File: config.mk
export PLATFORM = sky130hd
export DESIGN_NAME = rls_mode_ctrl
export DESIGN_NICKNAME = d
export VERILOG_FILES = /design/src/logic/rls_pkg.sv /design/src/logic/rls_spi_link.sv /design/src/logic/rls_mode_ctrl.sv
export SDC_FILE = /design/constraint.sdc
export NUM_CORES = 1
export LEC_CHECK = 0
export BUFFER_PORTS_ARGS = -buffer_cell sky130_fd_sc_hd__buf_2
export CORE_UTILIZATION = 40
export DETAILED_ROUTE_END_ITERATION = 10
export GPL_TIMING_DRIVEN = 0
export MAX_ROUTING_LAYER = met4
export PLACE_DENSITY_LB_ADDON = 0.05
export SYNTH_ARGS = -nofsm -noshare
export SYNTH_HDL_FRONTEND = slang
export SYNTH_SLANG_ARGS = --single-unit
export TNS_END_PERCENT = 5
File: constraint.sdc
create_clock -name sys_clk -period 3 [get_ports sys_clk]
set_input_delay 0.45 -clock sys_clk [delete_from_list [all_inputs] [get_ports sys_clk]]
set_output_delay 0.45 -clock sys_clk [all_outputs]
set_load 0.02 [all_outputs]
File: src/logic/rls_pkg.sv
// constants, types and behaviour notes for the relay switch mode control
// Notes on behaviour
// - battery supply power-up restores register defaults and starts in standby
// - a one in leave_standby_cmd moves standby into the operating state
// - a one in enter_standby_cmd returns the operating state to standby
// - serial shifting and output line work from the logic supply alone
// - entering standby also clears the register banks to defaults
// - standby follows serial commands; losing the logic supply forces standby
// - any reset turns all channels off and loads register defaults
// - after any completed reset transfer_error_flag is set
// - during undervoltage reset every read returns the diagnostic frame with flag
// - undervoltage reset is released only when all supplies are good
// - soft_reset_cmd at one resets register bank and diagnosis at once
// - internal reset asserts within 1 us of a detected undervoltage
// - channel_source_select picks off, pin one, pin two or three, or on
// - an open direct input pin reads low, switching its channels off
// - a followed pin high acts as on, low acts as off

package rls_pkg;

	// -----------------------------------------------------------------
	// sizes and timing
	// -----------------------------------------------------------------
	localparam int             CH_N          = 8;
	localparam int             FRAME_W       = 24;
	localparam logic [4:0]     FRAME_BITS    = 5'(FRAME_W);
	localparam int             PIN_THREE_CH  = 4;
	localparam int             CLK_PERIOD_NS = 10;
	localparam int             UV_DELAY_NS   = 1000;
	localparam int             UV_DELAY_CYC  = UV_DELAY_NS / CLK_PERIOD_NS;

	// -----------------------------------------------------------------
	// bus register offsets and fields
	// -----------------------------------------------------------------
	localparam logic [4:0]     OFS_CTRL      = 5'h00;
	localparam logic [4:0]     OFS_SRC       = 5'h04;
	localparam logic [4:0]     OFS_STATUS    = 5'h08;
	localparam logic [4:0]     OFS_IRQ_STAT  = 5'h0c;
	localparam logic [4:0]     OFS_IRQ_MASK  = 5'h10;
	localparam int             CMD_WAKE      = 0;
	localparam int             ENTER_STANDBY_CMD       = 1;
	localparam int             CMD_RST       = 2;
	localparam int             ST_STB        = 0;
	localparam int             ST_TER        = 1;
	localparam int             ST_UV         = 2;
	localparam int             ST_OUT_LSB    = 8;
	localparam int             IRQ_RST       = 0;
	localparam int             IRQ_MODE      = 1;
	localparam int             IRQ_UV        = 2;
	localparam int             IRQ_FRM       = 3;
	localparam int             IRQ_W         = 4;

	// -----------------------------------------------------------------
	// serial frame layout
	// -----------------------------------------------------------------
	localparam int             FRM_WR        = 23;
	localparam logic [6:0]     SPI_ADDR_CMD  = 7'h00;
	localparam logic [6:0]     SPI_ADDR_SRC  = 7'h01;

	// -----------------------------------------------------------------
	// reset values
	// -----------------------------------------------------------------
	localparam logic [15:0]    SRC_RST       = 16'h0000;
	localparam logic           TER_RST       = 1'b1;
	localparam logic [3:0]     MASK_RST      = 4'h0;
	localparam logic [2:0]     LINK_SYNC_RST = 3'h2;

	typedef enum logic [1:0] {
		SRC_OFF       = 2'h0,
		SRC_PIN_ONE   = 2'h1,
		SRC_PIN_TWO3  = 2'h2,
		SRC_ON        = 2'h3
	} rls_src_t;

	typedef enum logic {
		MODE_STANDBY,
		MODE_ACTIVE
	} rls_mode_t;

endpackage : rls_pkg

File: src/logic/rls_spi_link.sv
// oversampled serial shift link with daisy-chain pass-through
module rls_spi_link
	import rls_pkg::*;
(
	input  wire logic               sys_clk,
	input  wire logic               rst_n,
	input  wire logic               spiSclk,
	input  wire logic               spiCsN,
	input  wire logic               spiMosi,
	output      logic               spiMiso,
	output      logic               spiMisoOeN,
	input  wire logic [FRAME_W-1:0] replyWord,
	output      logic               frameValid,
	output      logic [FRAME_W-1:0] frameWord
);

	// -----------------------------------------------------------------
	// pin synchronisers: bit 0 clock, bit 1 select, bit 2 data
	// -----------------------------------------------------------------
	logic [2:0]         meta_r;
	logic [2:0]         sync_r;
	logic [2:0]         prev_r;
	logic [FRAME_W-1:0] sh_r;
	logic               bit_r;
	logic               lastRise_r;
	logic [4:0]         cnt_r;
	logic               sclkRise;
	logic               sclkFall;
	logic               csFall;
	logic               csRise;

	always_ff @(posedge sys_clk or negedge rst_n) begin
		if (!rst_n) begin
			meta_r <= LINK_SYNC_RST;
			sync_r <= LINK_SYNC_RST;
			prev_r <= LINK_SYNC_RST;
		end else begin
			meta_r <= {spiMosi, spiCsN, spiSclk};
			sync_r <= meta_r;
			prev_r <= sync_r;
		end
	end

	assign sclkRise = sync_r[0] & ~prev_r[0];
	assign sclkFall = ~sync_r[0] & prev_r[0];
	assign csFall   = ~sync_r[1] & prev_r[1];
	assign csRise   = sync_r[1] & ~prev_r[1];

	// -----------------------------------------------------------------
	// shifter: sample on rise, shift on fall; untouched by supply resets
	// -----------------------------------------------------------------
	always_ff @(posedge sys_clk or negedge rst_n) begin
		if (!rst_n) begin
			sh_r       <= '0;
			bit_r      <= 1'b0;
			lastRise_r <= 1'b0;
			cnt_r      <= '0;
		end else if (csFall) begin
			sh_r       <= replyWord;
			cnt_r      <= '0;
			lastRise_r <= 1'b0;
		end else if (!sync_r[1]) begin
			if (sclkRise) begin
				bit_r      <= sync_r[2];
				lastRise_r <= 1'b1;
				if (cnt_r != FRAME_BITS)
					cnt_r <= cnt_r + 5'h01;
			end else if (sclkFall && lastRise_r) begin
				sh_r       <= {sh_r[FRAME_W-2:0], bit_r};
				lastRise_r <= 1'b0;
			end
		end
	end

	// last 24 bits at select release form the frame
	always_ff @(posedge sys_clk or negedge rst_n) begin
		if (!rst_n) begin
			frameValid <= 1'b0;
			frameWord  <= '0;
		end else begin
			frameValid <= csRise && (cnt_r == FRAME_BITS);
			if (csRise)
				frameWord <= lastRise_r ?
					{sh_r[FRAME_W-2:0], bit_r} : sh_r;
		end
	end

	assign spiMiso    = sh_r[FRAME_W-1];
	assign spiMisoOeN = sync_r[1];

endmodule : rls_spi_link

File: src/logic/rls_mode_ctrl.sv
// standby, reset and channel source control of the relay switch
module rls_mode_ctrl
	import rls_pkg::*;
(
	input  wire logic            sys_clk,
	input  wire logic            rst_n,
	input  wire logic [4:0]      avs_address,
	input  wire logic            avs_read,
	input  wire logic            avs_write,
	input  wire logic [31:0]     avs_writedata,
	input  wire logic [3:0]      avs_byteenable,
	output      logic [31:0]     avs_readdata,
	output      logic            avs_waitrequest,
	output      logic            irq,
	input  wire logic            spiSclk,
	input  wire logic            spiCsN,
	input  wire logic            spiMosi,
	output      logic            spiMiso,
	output      logic            spiMisoOeN,
	input  wire logic            vbbUvDet,
	input  wire logic            vddUvDet,
	input  wire logic            dinOne,
	input  wire logic            dinTwo,
	input  wire logic            dinThree,
	output      logic [CH_N-1:0] chanOut,
	output      logic            standbyState
);

	localparam int UvLim = UV_DELAY_CYC;

	// -----------------------------------------------------------------
	// declarations
	// -----------------------------------------------------------------
	logic [4:0]         pinMeta_r;
	logic [4:0]         pinSync_r;
	logic [4:0]         pinRaw;
	logic               uvActive_r;
	logic               uvD_r;
	rls_mode_t          mode_r;
	rls_mode_t          modeD_r;
	logic [15:0]        srcSel_r;
	logic               ter_r;
	logic               regResetD_r;
	logic               readSrc_r;
	logic [IRQ_W-1:0]   irqStat_r;
	logic [IRQ_W-1:0]   irqMask_r;
	logic [IRQ_W-1:0]   irqEvt;
	logic               ack_r;
	logic [31:0]        readdata_r;
	logic [CH_N-1:0]    chanOut_r;
	logic [CH_N-1:0]    chanNxt;
	logic               frameValid;
	logic [FRAME_W-1:0] frameWord;
	logic [FRAME_W-1:0] replyWord;
	logic [FRAME_W-1:0] diagWord;
	logic               spiWr;
	logic               spiCmd;
	logic               spiSrc;
	logic               avsWrAcc;
	logic               avsCtrl;
	logic               wakeReq;
	logic               stbReq;
	logic               rstReq;
	logic               softRst;
	logic               regReset;
	logic               terSet;
	logic               terClr;
	logic               pinOne;
	logic               pinTwo;
	logic               pinThree;

	// -----------------------------------------------------------------
	// serial link
	// -----------------------------------------------------------------
	rls_spi_link u_link (
		.sys_clk    (sys_clk),
		.rst_n      (rst_n),
		.spiSclk    (spiSclk),
		.spiCsN     (spiCsN),
		.spiMosi    (spiMosi),
		.spiMiso    (spiMiso),
		.spiMisoOeN (spiMisoOeN),
		.replyWord  (replyWord),
		.frameValid (frameValid),
		.frameWord  (frameWord)
	);

	// -----------------------------------------------------------------
	// pin synchronisers: 0 vbb uv, 1 vdd uv, 2..4 direct inputs
	// -----------------------------------------------------------------
	assign pinRaw = {dinThree, dinTwo, dinOne, vddUvDet, vbbUvDet};

	genvar gp;
	generate
		for (gp = 0; gp < 5; gp++) begin : g_pin
			always_ff @(posedge sys_clk or negedge rst_n) begin
				if (!rst_n) begin
					pinMeta_r[gp] <= 1'b0;
					pinSync_r[gp] <= 1'b0;
				end else begin
					pinMeta_r[gp] <= pinRaw[gp];
					pinSync_r[gp] <= pinMeta_r[gp];
				end
			end
		end
	endgenerate

	assign pinOne   = pinSync_r[2];
	assign pinTwo   = pinSync_r[3];
	assign pinThree = pinSync_r[4];

	// -----------------------------------------------------------------
	// undervoltage reset
	// -----------------------------------------------------------------
	always_ff @(posedge sys_clk or negedge rst_n) begin
		if (!rst_n) begin
			uvActive_r <= 1'b0;
			uvD_r      <= 1'b0;
		end else begin
			uvActive_r <= pinSync_r[0] | pinSync_r[1];
			uvD_r      <= uvActive_r;
		end
	end

	// -----------------------------------------------------------------
	// command decode from link and bus
	// -----------------------------------------------------------------
	assign spiWr    = frameValid & frameWord[FRM_WR];
	assign spiCmd   = spiWr & (frameWord[22:16] == SPI_ADDR_CMD);
	assign spiSrc   = spiWr & (frameWord[22:16] == SPI_ADDR_SRC);
	assign avsWrAcc = avs_write & ack_r;
	assign avsCtrl  = avsWrAcc & (avs_address == OFS_CTRL) &
		avs_byteenable[0];
	assign wakeReq  = (spiCmd & frameWord[CMD_WAKE]) |
		(avsCtrl & avs_writedata[CMD_WAKE]);
	assign stbReq   = (spiCmd & frameWord[ENTER_STANDBY_CMD]) |
		(avsCtrl & avs_writedata[ENTER_STANDBY_CMD]);
	assign rstReq   = (spiCmd & frameWord[CMD_RST]) |
		(avsCtrl & avs_writedata[CMD_RST]);
	assign softRst  = rstReq & ~uvActive_r;
	assign regReset = uvActive_r | softRst | stbReq;

	// -----------------------------------------------------------------
	// operating state
	// -----------------------------------------------------------------
	always_ff @(posedge sys_clk or negedge rst_n) begin
		if (!rst_n) begin
			mode_r <= MODE_STANDBY;
		end else begin
			case (mode_r)
				MODE_STANDBY: begin
					if (!uvActive_r && wakeReq && !stbReq)
						mode_r <= MODE_ACTIVE;
				end
				MODE_ACTIVE: begin
					if (uvActive_r || stbReq)
						mode_r <= MODE_STANDBY;
				end
				default: mode_r <= MODE_STANDBY;
			endcase
		end
	end

	always_ff @(posedge sys_clk or negedge rst_n) begin
		if (!rst_n)
			modeD_r <= MODE_STANDBY;
		else
			modeD_r <= mode_r;
	end

	assign standbyState = (mode_r == MODE_STANDBY);

	// -----------------------------------------------------------------
	// channel source selection register
	// -----------------------------------------------------------------
	always_ff @(posedge sys_clk or negedge rst_n) begin
		if (!rst_n) begin
			srcSel_r <= SRC_RST;
		end else if (regReset) begin
			srcSel_r <= SRC_RST;
		end else if (spiSrc) begin
			srcSel_r <= frameWord[15:0];
		end else if (avsWrAcc && avs_address == OFS_SRC) begin
			if (avs_byteenable[0])
				srcSel_r[7:0] <= avs_writedata[7:0];
			if (avs_byteenable[1])
				srcSel_r[15:8] <= avs_writedata[15:8];
		end
	end

	// -----------------------------------------------------------------
	// transfer error flag: set after any reset, cleared by a frame outside undervoltage
	// -----------------------------------------------------------------
	always_ff @(posedge sys_clk or negedge rst_n) begin
		if (!rst_n)
			regResetD_r <= 1'b0;
		else
			regResetD_r <= regReset;
	end

	assign terSet = regResetD_r & ~regReset;
	assign terClr = frameValid & ~uvActive_r;

	always_ff @(posedge sys_clk or negedge rst_n) begin
		if (!rst_n)
			ter_r <= TER_RST;
		else if (terSet)
			ter_r <= 1'b1;
		else if (terClr)
			ter_r <= 1'b0;
	end

	// -----------------------------------------------------------------
	// reply frame
	// -----------------------------------------------------------------
	always_ff @(posedge sys_clk or negedge rst_n) begin
		if (!rst_n)
			readSrc_r <= 1'b0;
		else if (frameValid)
			readSrc_r <= ~frameWord[FRM_WR] &
				(frameWord[22:16] == SPI_ADDR_SRC);
	end

	assign diagWord  = {ter_r | uvActive_r, standbyState, uvActive_r,
		5'h00, chanOut_r, 8'h00};
	assign replyWord = (readSrc_r && !uvActive_r) ?
		{diagWord[23:16], srcSel_r} : diagWord;

	// -----------------------------------------------------------------
	// per-channel drive source
	// -----------------------------------------------------------------
	genvar gc;
	generate
		for (gc = 0; gc < CH_N; gc++) begin : g_ch
			always_comb begin
				case (rls_src_t'(srcSel_r[2*gc +: 2]))
					SRC_OFF:      chanNxt[gc] = 1'b0;
					SRC_PIN_ONE:  chanNxt[gc] = pinOne;
					SRC_PIN_TWO3: chanNxt[gc] =
						(gc < PIN_THREE_CH) ? pinTwo : pinThree;
					SRC_ON:       chanNxt[gc] = 1'b1;
					default:      chanNxt[gc] = 1'b0;
				endcase
			end
		end
	endgenerate

	always_ff @(posedge sys_clk or negedge rst_n) begin
		if (!rst_n)
			chanOut_r <= '0;
		else if (regReset || mode_r != MODE_ACTIVE)
			chanOut_r <= '0;
		else
			chanOut_r <= chanNxt;
	end

	assign chanOut = chanOut_r;

	// -----------------------------------------------------------------
	// interrupt status and mask
	// -----------------------------------------------------------------
	assign irqEvt[IRQ_RST]  = terSet;
	assign irqEvt[IRQ_MODE] = (mode_r != modeD_r);
	assign irqEvt[IRQ_UV]   = uvActive_r & ~uvD_r;
	assign irqEvt[IRQ_FRM]  = frameValid;

	always_ff @(posedge sys_clk or negedge rst_n) begin
		if (!rst_n)
			irqStat_r <= '0;
		else if (avs_read && ack_r && avs_address == OFS_IRQ_STAT)
			irqStat_r <= irqEvt;
		else
			irqStat_r <= irqStat_r | irqEvt;
	end

	always_ff @(posedge sys_clk or negedge rst_n) begin
		if (!rst_n)
			irqMask_r <= MASK_RST;
		else if (avsWrAcc && avs_address == OFS_IRQ_MASK &&
			avs_byteenable[0])
			irqMask_r <= avs_writedata[IRQ_W-1:0];
	end

	assign irq = |(irqStat_r & irqMask_r);

	// -----------------------------------------------------------------
	// bus slave: one wait state on every access
	// -----------------------------------------------------------------
	always_ff @(posedge sys_clk or negedge rst_n) begin
		if (!rst_n)
			ack_r <= 1'b0;
		else
			ack_r <= (avs_read | avs_write) & ~ack_r;
	end

	assign avs_waitrequest = (avs_read | avs_write) & ~ack_r;

	always_ff @(posedge sys_clk or negedge rst_n) begin
		if (!rst_n) begin
			readdata_r <= '0;
		end else if (avs_read && !ack_r) begin
			readdata_r <= '0;
			if (avs_address == OFS_SRC)
				readdata_r[15:0] <= srcSel_r;
			else if (avs_address == OFS_STATUS) begin
				readdata_r[ST_STB] <= standbyState;
				readdata_r[ST_TER] <= ter_r | uvActive_r;
				readdata_r[ST_UV]  <= uvActive_r;
				readdata_r[ST_OUT_LSB +: CH_N] <= chanOut_r;
			end else if (avs_address == OFS_IRQ_STAT)
				readdata_r[IRQ_W-1:0] <= irqStat_r;
			else if (avs_address == OFS_IRQ_MASK)
				readdata_r[IRQ_W-1:0] <= irqMask_r;
		end
	end

	assign avs_readdata = readdata_r;
endmodule : rls_mode_ctrl

==> reports/summary.md, run 1 <==
STA
* Final Cycle Share: 84.37%
* slew of the pin with the lowest slew margin: 1.197 ns
* min Tclk post-route: 2.531 ns
* slew margin rel.: 19.12%
* setup TNS: 0 ns
* highest attainable clock frequency: 395.1 MHz
* RSZ-0062 raised after global routing: false
* Final Max Slew Viols: 0
* final-report setup violation count: 0
* number of hold violations in the final report: 0
* Max Clock Skew: 0.009411 ns
* Final Hold Slack: 0.1221 ns

CTS
* H-tree depth reported by CTS: 4
* CTS tree: done
* number of CTS-inserted buffers: 17
* register clock-pin slew on the reported worst setup and hold paths: 0.06 ns
* PostCTS Resize Cnt: 0
* cell chosen for the clock root: clkbuf_16
* post-CTS setup-driven buffer insertion count: 0
* CTS sink cnt: 130
* insertion delay of the later-clocked pin in the worst-skew pair: 0.43 ns
* cts hold-fix bufs: 1
* clock buffer depth: 2

Logic synthesis
* sequential element share of the synthesized area: 54.75%
* Area contributors post-synth: dfrtp_1 (53%), mux2i_1 (9.3%), nand2_1 (5.8%), o21ai_0 (5.3%), buf_4 (2.4%)
* count of yosys warnings during synthesis: 0
* number of flip-flops and latches in the synthesized netlist: 130
* Post-synth top flop: dfrtp_1
* Post-synth EDFFs: 0
* async set-or-reset flop fraction in the synthesized netlist: 100.0%
* count leader, synth: dfrtp_1
* cell count after synthesis: 563
* post-synth design cell area: 5951 um^2
* fraction of synthesized cell area taken by the top area cell type: 52.99%
* area leader, netlist: dfrtp_1
* Avg Inst Size Synth: 10.57 um^2
* unique cell type count in the Yosys netlist: 51
* top post-synthesis cells by count: dfrtp_1 (126), nand2_1 (92), o21ai_0 (63)

Pwr
* Pwr Density: 618.4 nW/um^2
* Worst VDD drop: 418.7 uV
* power after layout: 4.461 mW
* Leakage Power: 3.305 nW

Die
* Die Footprint: 15370 um^2
* width of the chip: 124.0 um
* site row count: 44
* chip height: 124.0 um
* area of the core region: 14530 um^2
* I/O pins: 98
* starting density of the core: 40.94%

Detailed routing
* number of search-and-repair iterations in the first detailed-routing pass: 5
* number of routed nets with antenna violations: 0
* detailed-route vias per instance: 5.150
* DRC violation count after routing: 0
* total via count in the routed design: 4424
* iteration-0 DRC count of the detailed router: 274
* final wirelength: 14.58 mm
* Routed wire per std cell: 16.97 um

GRT
* number of antenna violations at the first check in global routing: 0
* maximum number of pins on one net before global-route repair: 84
* GR Util All Layers: 21.69%
* vias in the first global route: 4412
* global-route wire length before repair: 23.58 mm
* grt ovf: 0

Layout
* post-route standard cell area excluding fillers: 7213 um^2
* fraction of final layout cells sized beyond drive strength 1: 21.04%
* number of nets in the layout: 717
* area overhead of the layout relative to synthesis: 21.22%
* end-of-flow core utilization: 49.63%
* antenna fix cells: 0

Worst setup path
* data required time at the worst endpoint: 3.32 ns
* endpoint arrival time on the critical path: 2.85 ns
* setup slack on the worst flop-to-flop path: 0.47 ns
* Max FO, Critical Path: 10
* Critical Path Start Type: flop
* startpoint-to-endpoint class of the critical path: flop to flop
* category of the worst setup path capture point: flop

Worst hold path
* Worst Hold Class: primary input to flop

Placement
* placed instance area: 6586 um^2
* gp weighted congestion: 0.8035
* count of input and output buffers: 63
* HPWL after DPL: 10.61 mm

Run
* Max-cap violations: 0

Run status
* status: finished clean

-- final cells by class --
type	instances	area, um^2
flip-flops and latches	130	3258
clock buffers	23	488.0
fillers	1393	7321
inverters	8	30.03
clock inverters	9	128.9
well taps	184	230.2
plain buffers	46	285.3
multi-input cells	394	2434
repair buffers	65	359.1
-- layer usage --
| metal | global-route usage, % | wire length, um | vias to the layer above |
|---|---|---|---|
| li1 | - | - | 2156 |
| met1 | 28.29 | 7000 | 2161 |
| met2 | 32.85 | 6799 | 93 |
| met3 | 4.808 | 577 | 14 |
| met4 | 8.631 | 200 | 0 |
| met5 | - | 0 | - |
-- registers in the layout, indices dropped and copies added (netlist names), 2 cells and up --
signal	flops
irqMask_r	4
pinSync_r	2
u_link.prev_r	2
u_link.cnt_r	5
chanOut	8
u_link.sh_r	24
u_link.frameWord	24
u_link.meta_r	3
pinMeta_r	5
irqStat_r	4
u_link.sync_r	3
srcSel_r	16
avs_readdata	16
-- worst max-delay path, stage by stage, from the launching register on --
cell	delay, ns
dfrtp_1	0.32
buf_4	0.19
nor4bb_1	0.96
buf_4	0.36
buf_4	0.23
a211oi_1	0.11
a31oi_1	0.25
-- worst paths after layout --
| path | from | to | depth (start not counted) |
|---|---|---|---|
| worst min register to register | pinMeta_r[0] | pinSync_r[0] | 0 |
| worst max-delay path | u_link.lastRise_r | u_link.sh_r[15] | 6 |
| min in group asynchronous | rst_n | irqStat_r[1] | 2 |
| worst min-delay path | spiCsN | u_link.meta_r[1] | 1 |
| worst max register to register | u_link.lastRise_r | u_link.sh_r[15] | 6 |
| max in group asynchronous | rst_n | u_link.prev_r[1] | 3 |
-- power by group --
part	leakage [nW]	switching, mW	internal, mW
logic	1.32	0.234	0.160
registers	1.69	0.0759	1.85
clock network	0.299	0.749	1.39
-- metrics by stage --
step,setup WS (ns),std cells
2_1_floorplan,1.112,578
3_3_place_gp,-0.2716,825
3_5_place_dp,0.4370,826
4_1_cts,0.4035,859
5_1_grt,0.2816,859
6_report,0.4688,859
-- logic make-up after synthesis --
group	Yosys count	share of synthesized area [%]
AOI/OAI and AO/OA	132	14.23
xor gates and xnor gates	5	0.7360
adders and majority gates	2	0.4205
buffers and inverters	54	5.299
DFF	130	54.75
muxes	60	10.20
other	1	0.06302
and+or+nand+nor	179	14.30
-- placed cells by master, fill, tap and decap left out, types with 3 or more instances in the layout --
| cell type | n |
|---|---|
| a211oi_1 | 18 |
| a211oi_2 | 10 |
| a21oi_1 | 15 |
| a22o_1 | 3 |
| a22oi_1 | 10 |
| a31oi_1 | 8 |
| and2_1 | 3 |
| and2b_1 | 4 |
| buf_2 | 63 |
| buf_4 | 19 |
| buf_6 | 4 |
| bufinv_16 | 3 |
| clkbuf_1 | 21 |
| clkbuf_16 | 17 |
| clkbuf_8 | 4 |
| clkinv_2 | 3 |
| conb_1 | 16 |
| dfrtp_1 | 126 |
| dfstp_2 | 4 |
| inv_1 | 8 |
| mux2_2 | 5 |
| mux2i_1 | 55 |
| nand2_1 | 92 |
| nand2b_1 | 7 |
| nand3_1 | 3 |
| nand4_1 | 4 |
| nor2_1 | 33 |
| nor2b_1 | 9 |
| nor3_1 | 5 |
| o21ai_0 | 63 |
| or3_1 | 3 |
| xor2_1 | 3 |
(Power assumes the default switching activity.)
==> run 2: changes to the inputs <==
--- a/config.mk
+++ b/config.mk
@@ -5,6 +5,7 @@
 export SDC_FILE = /design/constraint.sdc
 export NUM_CORES = 1
 export LEC_CHECK = 0
+export ABC_AREA = 1
 export BUFFER_PORTS_ARGS = -buffer_cell sky130_fd_sc_hd__buf_2
 export CORE_UTILIZATION = 40
 export DETAILED_ROUTE_END_ITERATION = 10
==> constraint.sdc (replaced) <==
create_clock -name sys_clk -period 2.1 [get_ports sys_clk]
set_input_delay 0.315 -clock sys_clk [delete_from_list [all_inputs] [get_ports sys_clk]]
set_output_delay 0.315 -clock sys_clk [all_outputs]
set_load 0.02 [all_outputs]
==> run 2 against run 1 <==
  * First-iteration DRC count is 36% higher
  * Sequential share of layout area decreased by 0.63 points
  * Combinational power rose by 90%
  * Via count increased by 15%
  * Non-clock buffer count up 11
  * Clock power rose by 35%
  * Final cell count grew 16%
  * Maximum frequency rose by 36%
  * Largest cell class unchanged
==> reports/summary.md, run 2 <==
Die
* Die Footprint: 15520 um^2, was 15370 um^2
* starting density of the core: 41.18%, was 40.94%
* site row count: 44, unchanged
* area of the core region: 14590 um^2, was 14530 um^2
* chip height: 124.6 um, was 124.0 um
* I/O pins: 98, unchanged
* width of the chip: 124.6 um, was 124.0 um

STA
* min Tclk post-route: 1.855 ns, was 2.531 ns
* RSZ-0062 raised after global routing: false, unchanged
* number of hold violations in the final report: 0, unchanged
* worst setup slack after layout: 0.2450 ns, was 0.4688 ns
* Final Max Slew Viols: 0, unchanged
* Final Cycle Share: 88.33%, was 84.37%
* highest attainable clock frequency: 539.1 MHz, was 395.1 MHz
* slew of the pin with the lowest slew margin: 0.5372 ns, was 1.197 ns
* Max Clock Skew: 0.009062 ns, was 0.009411 ns
* final-report setup violation count: 0, unchanged
* slew margin rel.: 64.19%, was 19.12%

CTS
* clock buffer depth: 2, unchanged
* cell chosen for the clock root: clkbuf_16, unchanged
* insertion delay of the later-clocked pin in the worst-skew pair: 0.42 ns, was 0.43 ns
* number of CTS-inserted buffers: 17, unchanged
* CTS tree: done, unchanged
* register clock-pin slew on the reported worst setup and hold paths: 0.06 ns, about the same
* H-tree depth reported by CTS: 4, unchanged
* CTS sink cnt: 130, unchanged
* post-CTS setup-driven buffer insertion count: 0, unchanged
* PostCTS Resize Cnt: 0, unchanged

Run
* Max-cap violations: 0, unchanged

Logic synthesis
* Avg Inst Size Synth: 8.682 um^2, was 10.57 um^2
* count leader, synth: dfrtp_1, unchanged
* async set-or-reset flop fraction in the synthesized netlist: 100.0%, unchanged
* number of flip-flops and latches in the synthesized netlist: 130, unchanged
* count of yosys warnings during synthesis: 0, unchanged
* sequential element share of the synthesized area: 54.23%, was 54.75%
* top post-synthesis cells by count: dfrtp_1 (126), nand2_1 (122), o21ai_0 (81), was dfrtp_1 (126), nand2_1 (92), o21ai_0 (63)
* post-synth design cell area: 6008 um^2, was 5951 um^2
* Post-synth EDFFs: 0, unchanged
* unique cell type count in the Yosys netlist: 34, was 51
* Post-synth top flop: dfrtp_1, unchanged
* area leader, netlist: dfrtp_1, unchanged
* cell count after synthesis: 692, was 563
* Area contributors post-synth: dfrtp_1 (52%), nand2_1 (7.6%), o21ai_0 (6.7%), inv_1 (4.3%), nor2_1 (3.9%), was dfrtp_1 (53%), mux2i_1 (9.3%), nand2_1 (5.8%), o21ai_0 (5.3%), buf_4 (2.4%)
* fraction of synthesized cell area taken by the top area cell type: 52.48%, was 52.99%

Worst setup path
* endpoint arrival time on the critical path: 2.13 ns, was 2.85 ns
* data required time at the worst endpoint: 2.37 ns, was 3.32 ns
* Critical Path Start Type: flop, unchanged
* category of the worst setup path capture point: flop, unchanged
* Max FO, Critical Path: 10, unchanged
* startpoint-to-endpoint class of the critical path: flop to flop, unchanged

Worst hold path
* Worst Hold Class: primary input to flop, unchanged

Layout
* end-of-flow core utilization: 50.14%, was 49.63%
* top flop regs: u_link.frameWord (24), u_link.sh_r (24), unchanged
* number of nets in the layout: 854, was 717
* Filler Cells Inserted: 1428, was 1393
* area overhead of the layout relative to synthesis: 21.74%, was 21.22%
* post-route standard cell area excluding fillers: 7315 um^2, was 7213 um^2
* most common cell after layout, fill and taps aside: dfrtp_1, unchanged
* fraction of final layout cells sized beyond drive strength 1: 17.73%, was 21.04%
* most frequent cells in the layout: dfrtp_1 (126), nand2_1 (122), o21ai_0 (81), was dfrtp_1 (126), nand2_1 (92), o21ai_0 (63), buf_2 (63), mux2i_1 (55)
* antenna fix cells: 0, unchanged

Detailed routing
* number of search-and-repair iterations in the first detailed-routing pass: 5, unchanged
* total via count in the routed design: 5097, was 4424
* DRC violation count after routing: 0, unchanged
* iteration-0 DRC count of the detailed router: 374, was 274
* detailed-route vias per instance: 5.117, was 5.150
* number of routed nets with antenna violations: 0, unchanged
* Routed wire per std cell: 15.79 um, was 16.97 um
* final wirelength: 15.73 mm, was 14.58 mm

Pwr
* cell-internal power: 4.849 mW, was 3.403 mW
* Worst VDD drop: 528.9 uV, was 418.7 uV
* Leakage Power: 3.561 nW, was 3.305 nW
* sequential share of power: 44.5%, was 43.2%
* switch share: 25.97%, was 23.72%
* Comb pwr share: 11.4%, was 8.8%
* switching power: 1.701 mW, was 1.058 mW
* power share of the clock group: 44.1%, was 48.0%
* Pwr Density: 895.5 nW/um^2, was 618.4 nW/um^2
* power after layout: 6.550 mW, was 4.461 mW

GRT
* grt ovf: 0, unchanged
* GR Util All Layers: 22.03%, was 21.69%
* global-route wire length before repair: 25.89 mm, was 23.58 mm
* maximum number of pins on one net before global-route repair: 100, was 84
* number of antenna violations at the first check in global routing: 0, unchanged
* vias in the first global route: 4962, was 4412

Run status
* status: finished clean, unchanged

Placement
* placed instance area: 6644 um^2, was 6586 um^2
* gp weighted congestion: 0.8474, was 0.8035
* HPWL after DPL: 11.56 mm, was 10.61 mm
* count of input and output buffers: 63, unchanged
* worst slack at placement: 0.2724 ns, was 0.4370 ns

[run 2: cell types whose count changed after synthesis, sizes merged, moves of 10 or more]
cell | previous run | this run
a211oi | 28 | 0
a21oi | 15 | 26
a22oi | 10 | 0
a31oi | 8 | 21
inv | 8 | 70
mux2i | 55 | 0
nand2 | 92 | 126
nand3 | 4 | 31
nand4 | 4 | 19
nor2 | 33 | 68
o211ai | 0 | 23
o21ai | 63 | 85
o22ai | 0 | 24
[run 2: timing repair]
item / in CTS / in global routing
hold buffers: 9 / 0
endpoints found under the setup margin: 0 / 0
hold endpoints to repair: 39 / 0
[run 2: kinds of logic (layout without fill, tap and decap cells)]
family / after synthesis / count (layout) / share of synthesized area [%]
AND/OR/NAND/NOR: 250 / 250 / 17.91
AO/OA/AOI/OAI: 185 / 185 / 17.60
flip-flops: 130 / 130 / 54.23
buffers and inverters: 122 / 227 / 9.496
adder cells (fa/ha/maj): 2 / 2 / 0.4164
XOR/XNOR: 2 / 2 / 0.2916
other: 1 / 16 / 0.06241
[run 2: worst max-delay path, cell delays in order (launching register included)]
cell and delay [ns]:
dfrtp_1 0.43, nor2_4 0.28, inv_1 0.18, clkbuf_1 0.21
o21ai_0 0.45, a31oi_1 0.15
[run 2: worst paths after layout]
path / from / to / slack, ns / depth (start not counted)
worst min-delay path: avs_writedata[1] / irqMask_r[1] / 0.19 / 3
worst min register to register: u_link.meta_r[2] / u_link.sync_r[2] / 0.35 / 0
worst max-delay path: uvActive_r / u_link.sh_r[13] / 0.25 / 5
worst max register to register: uvActive_r / u_link.sh_r[13] / 0.25 / 5
min in group asynchronous: rst_n / ack_r / 0.35 / 2
max in group asynchronous: rst_n / u_link.frameWord[17] / 0.98 / 3
[run 2: routing by layer]
metal / track usage (%) / part of all wire, % / vias to the layer above
met2: 33.41 / 47 / 148
li1: - / - / 2522
met5: - / 0 / -
met1: 29.50 / 47 / 2411
met3: 4.210 / 4.9 / 16
met4: 7.867 / 1.1 / 0
[run 2: metrics by stage]
step                      setup TNS [ns]  hold WS (ns)  instances
after global routing                   0        0.2019        996
after floorplan                        0       0.01941        707
final                                  0        0.1888        996
after global placement           -127.67        0.3331        954
after detailed placement               0        0.2165        955
after CTS                              0        0.1730        996
[run 2: layout make-up]
class,count,area (um^2),area share [%]
clock buffer,21,470.5,6.432
clock inverter,11,110.1,1.505
buffer,49,296.5,4.054
tap,184,230.2,3.147
inverter,73,274.0,3.746
timing repair buffer,73,439.2,6.004
sequential,130,3258,44.54
multi-input combinational,455,2236,30.57
[run 2: power groups by stage]
stage               Combinational (mW)  Clock [mW]  Sequential (mW)
CTS                              0.753        2.95             2.91
global route                     0.855        3.07             2.95
global placement                 0.715           0             2.95
finish                           0.749        2.89             2.91
floorplan                        0.474           0             2.93
detailed placement               0.736           0             2.95
==> run 3: changes to the inputs <==
==> constraint.sdc (replaced) <==
create_clock -name sys_clk -period 1.5 [get_ports sys_clk]
set_input_delay 0.225 -clock sys_clk [delete_from_list [all_inputs] [get_ports sys_clk]]
set_output_delay 0.225 -clock sys_clk [all_outputs]
set_load 0.02 [all_outputs]
==> run 3 against run 2 <==
  * The flow now finishes with violations (setup timing)
  * Flip-flop and latch count unchanged
  * Utilization up 2.0 points
  * Count of clock-buffer cells in the layout unchanged
  * Non-clock buffer count up 7
  * Setup slack worse by 0.30 ns
  * Sequential power up 41%
  * Critical path depth up 3
  * Design area up 4.0%
  * Die area unchanged
  * Largest power group unchanged
  * Highest routed layer unchanged
==> reports/summary.md, run 3 (synthesis results as in run 2) <==
GRT
* GR Util All Layers: 22.37%, was 22.03%
* vias in the first global route: 5017, was 4962
* grt ovf: 0, unchanged
* maximum number of pins on one net before global-route repair: 100, unchanged
* global-route wire length before repair: 26.32 mm, was 25.89 mm
* number of antenna violations at the first check in global routing: 0, unchanged

Die
* Die Footprint: 15520 um^2, unchanged
* width of the chip: 124.6 um, unchanged
* starting density of the core: 41.18%, unchanged
* chip height: 124.6 um, unchanged
* area of the core region: 14590 um^2, unchanged
* I/O pins: 98, unchanged
* site row count: 44, unchanged

Layout
* area overhead of the layout relative to synthesis: 26.66%, was 21.74%
* fraction of final layout cells sized beyond drive strength 1: 24.79%, was 17.73%
* antenna fix cells: 0, unchanged
* Filler Cells Inserted: 1409, was 1428
* number of nets in the layout: 861, was 854
* most common cell after layout, fill and taps aside: dfrtp_1, unchanged
* most frequent cells in the layout: dfrtp_1 (124), nand2_1 (118), buf_2 (66), was dfrtp_1 (126), nand2_1 (122), o21ai_0 (81)
* top flop regs: u_link.frameWord (24), u_link.sh_r (24), unchanged

STA
* Final Max Slew Viols: 0, unchanged
* min Tclk post-route: 1.557 ns, was 1.855 ns
* worst setup slack after layout: -0.05725 ns, was 0.2450 ns
* Max Clock Skew: 0.01116 ns, was 0.009062 ns
* Final Cycle Share: 103.8%, was 88.33%
* RSZ-0062 raised after global routing: true, was false
* highest attainable clock frequency: 642.2 MHz, was 539.1 MHz
* setup TNS: -0.2835 ns, was 0 ns
* slew margin rel.: 65.16%, was 64.19%
* final-report setup violation count: 12, was 0
* slew of the pin with the lowest slew margin: 0.5226 ns, was 0.5372 ns
* number of hold violations in the final report: 0, unchanged

Worst setup path
* endpoint arrival time on the critical path: 1.91 ns, was 2.13 ns
* category of the worst setup path capture point: flop, unchanged
* Critical Path Start Type: flop, unchanged
* startpoint-to-endpoint class of the critical path: flop to flop, unchanged
* data required time at the worst endpoint: 1.85 ns, was 2.37 ns
* Max FO, Critical Path: 10, unchanged

Placement
* count of input and output buffers: 63, unchanged
* HPWL after DPL: 11.56 mm, unchanged
* gp weighted congestion: 0.8474, unchanged
* worst slack at placement: -0.3276 ns, was 0.2724 ns

CTS
* CTS sink cnt: 130, unchanged
* insertion delay of the later-clocked pin in the worst-skew pair: 0.42 ns, about the same
* number of CTS-inserted buffers: 17, unchanged
* register clock-pin slew on the reported worst setup and hold paths: 0.05 ns, was 0.06 ns
* CTS tree: done, unchanged
* cell chosen for the clock root: clkbuf_16, unchanged
* H-tree depth reported by CTS: 4, unchanged
* clock buffer depth: 2, unchanged

Detailed routing
* total via count in the routed design: 5162, was 5097
* final wirelength: 15.90 mm, was 15.73 mm
* number of routed nets with antenna violations: 0, unchanged
* number of search-and-repair iterations in the first detailed-routing pass: 5, unchanged
* detailed-route vias per instance: 5.147, was 5.117
* DRC violation count after routing: 0, unchanged
* iteration-0 DRC count of the detailed router: 348, was 374
* Routed wire per std cell: 15.86 um, was 15.79 um

Pwr
* Worst VDD drop: 751.1 uV, was 528.9 uV
* Leakage Power: 3.672 nW, was 3.561 nW
* Pwr Density: 1219 nW/um^2, was 895.5 nW/um^2

Worst hold path
* Worst Hold Class: primary input to flop, unchanged

Run status
* violated checks: setup timing
* status: finished with violations, was finished clean

Run
* Max-cap violations: 0, unchanged

run 3: cell count changes in the layout (fill, tap and decap cells not counted), sizes merged:
| cell | before | now |
|---|---|---|
| buf | 96 | 106 |
| clkbuf | 38 | 35 |
| clkinv | 10 | 9 |
| clkinvlp | 2 | 3 |
run 3: final timing paths:
check | start | end | slack [ns] | cells past startpoint
max reg2reg | u_link.frameWord[19] | srcSel_r[0] | -0.06 | 8
min reg2reg | pinMeta_r[4] | pinThree | 0.35 | 0
max in group asynchronous | rst_n | u_link.frameWord[11] | 0.47 | 3
min | avs_read | ack_r | 0.09 | 3
min in group asynchronous | rst_n | ack_r | 0.26 | 2
max | u_link.frameWord[19] | srcSel_r[0] | -0.06 | 8
run 3: stage by stage:
step	area [um^2]	cells	hold slack, ns	total power [mW]	utilization [%]
6_report	7610	1003	0.08610	9.273	52.16
5_1_grt	7610	1003	0.09740	9.713	52.16
4_1_cts	7498	1002	0.08296	9.317	51.40
3_5_place_dp	6644	955	0.1265	5.165	45.54
3_3_place_gp	6610	954	0.3294	5.127	45.31
2_1_floorplan	6065	707	-0.07059	4.768	-
run 3: layer usage:
layer / track usage [%] / part of all wire [%] / up-vias
met5: - / 0 / -
met4: 8.150 / 1.5 / 0
met3: 4.210 / 4.4 / 18
met2: 34.16 / 47 / 138
met1: 29.72 / 47 / 2464
li1: - / - / 2542
run 3: where the power goes:
| group | internal, mW | switching [mW] |
|---|---|---|
| Sequential | 3.85 | 0.239 |
| Clock | 2.55 | 1.49 |
| Combinational | 0.429 | 0.707 |
| Total | 6.83 | 2.44 |
run 3: area by class of cell:
cell class	instances	area [um^2]	share of cell area (%)
clock inverter	11	110.1	1.447
buffer	49	382.9	5.031
timing repair buffer	80	489.2	6.429
sequential	130	3261	42.85
inverter	73	279.0	3.667
clock buffer	21	470.5	6.182
tap	184	230.2	3.025
multi-input combinational	455	2387	31.37
run 3: worst max-delay path: stages (launching register included):
cell and delay [ns]:
dfrtp_1 0.40, nor2_4 0.14, nand3_2 0.10, nor2_4 0.16, nand2_4 0.11, clkbuf_8 0.18
o21ai_0 0.18, o211ai_1 0.13, nand2_1 0.08
run 3: what timing repair did:
item	4_1_cts	5_1_grt
endpoints found under the hold margin	39	0
resized for setup	68	41
cloned	2	0
setup endpoints to repair	88	92
buffers inserted	4	1
hold buffers	9	0
pin swaps	14	13
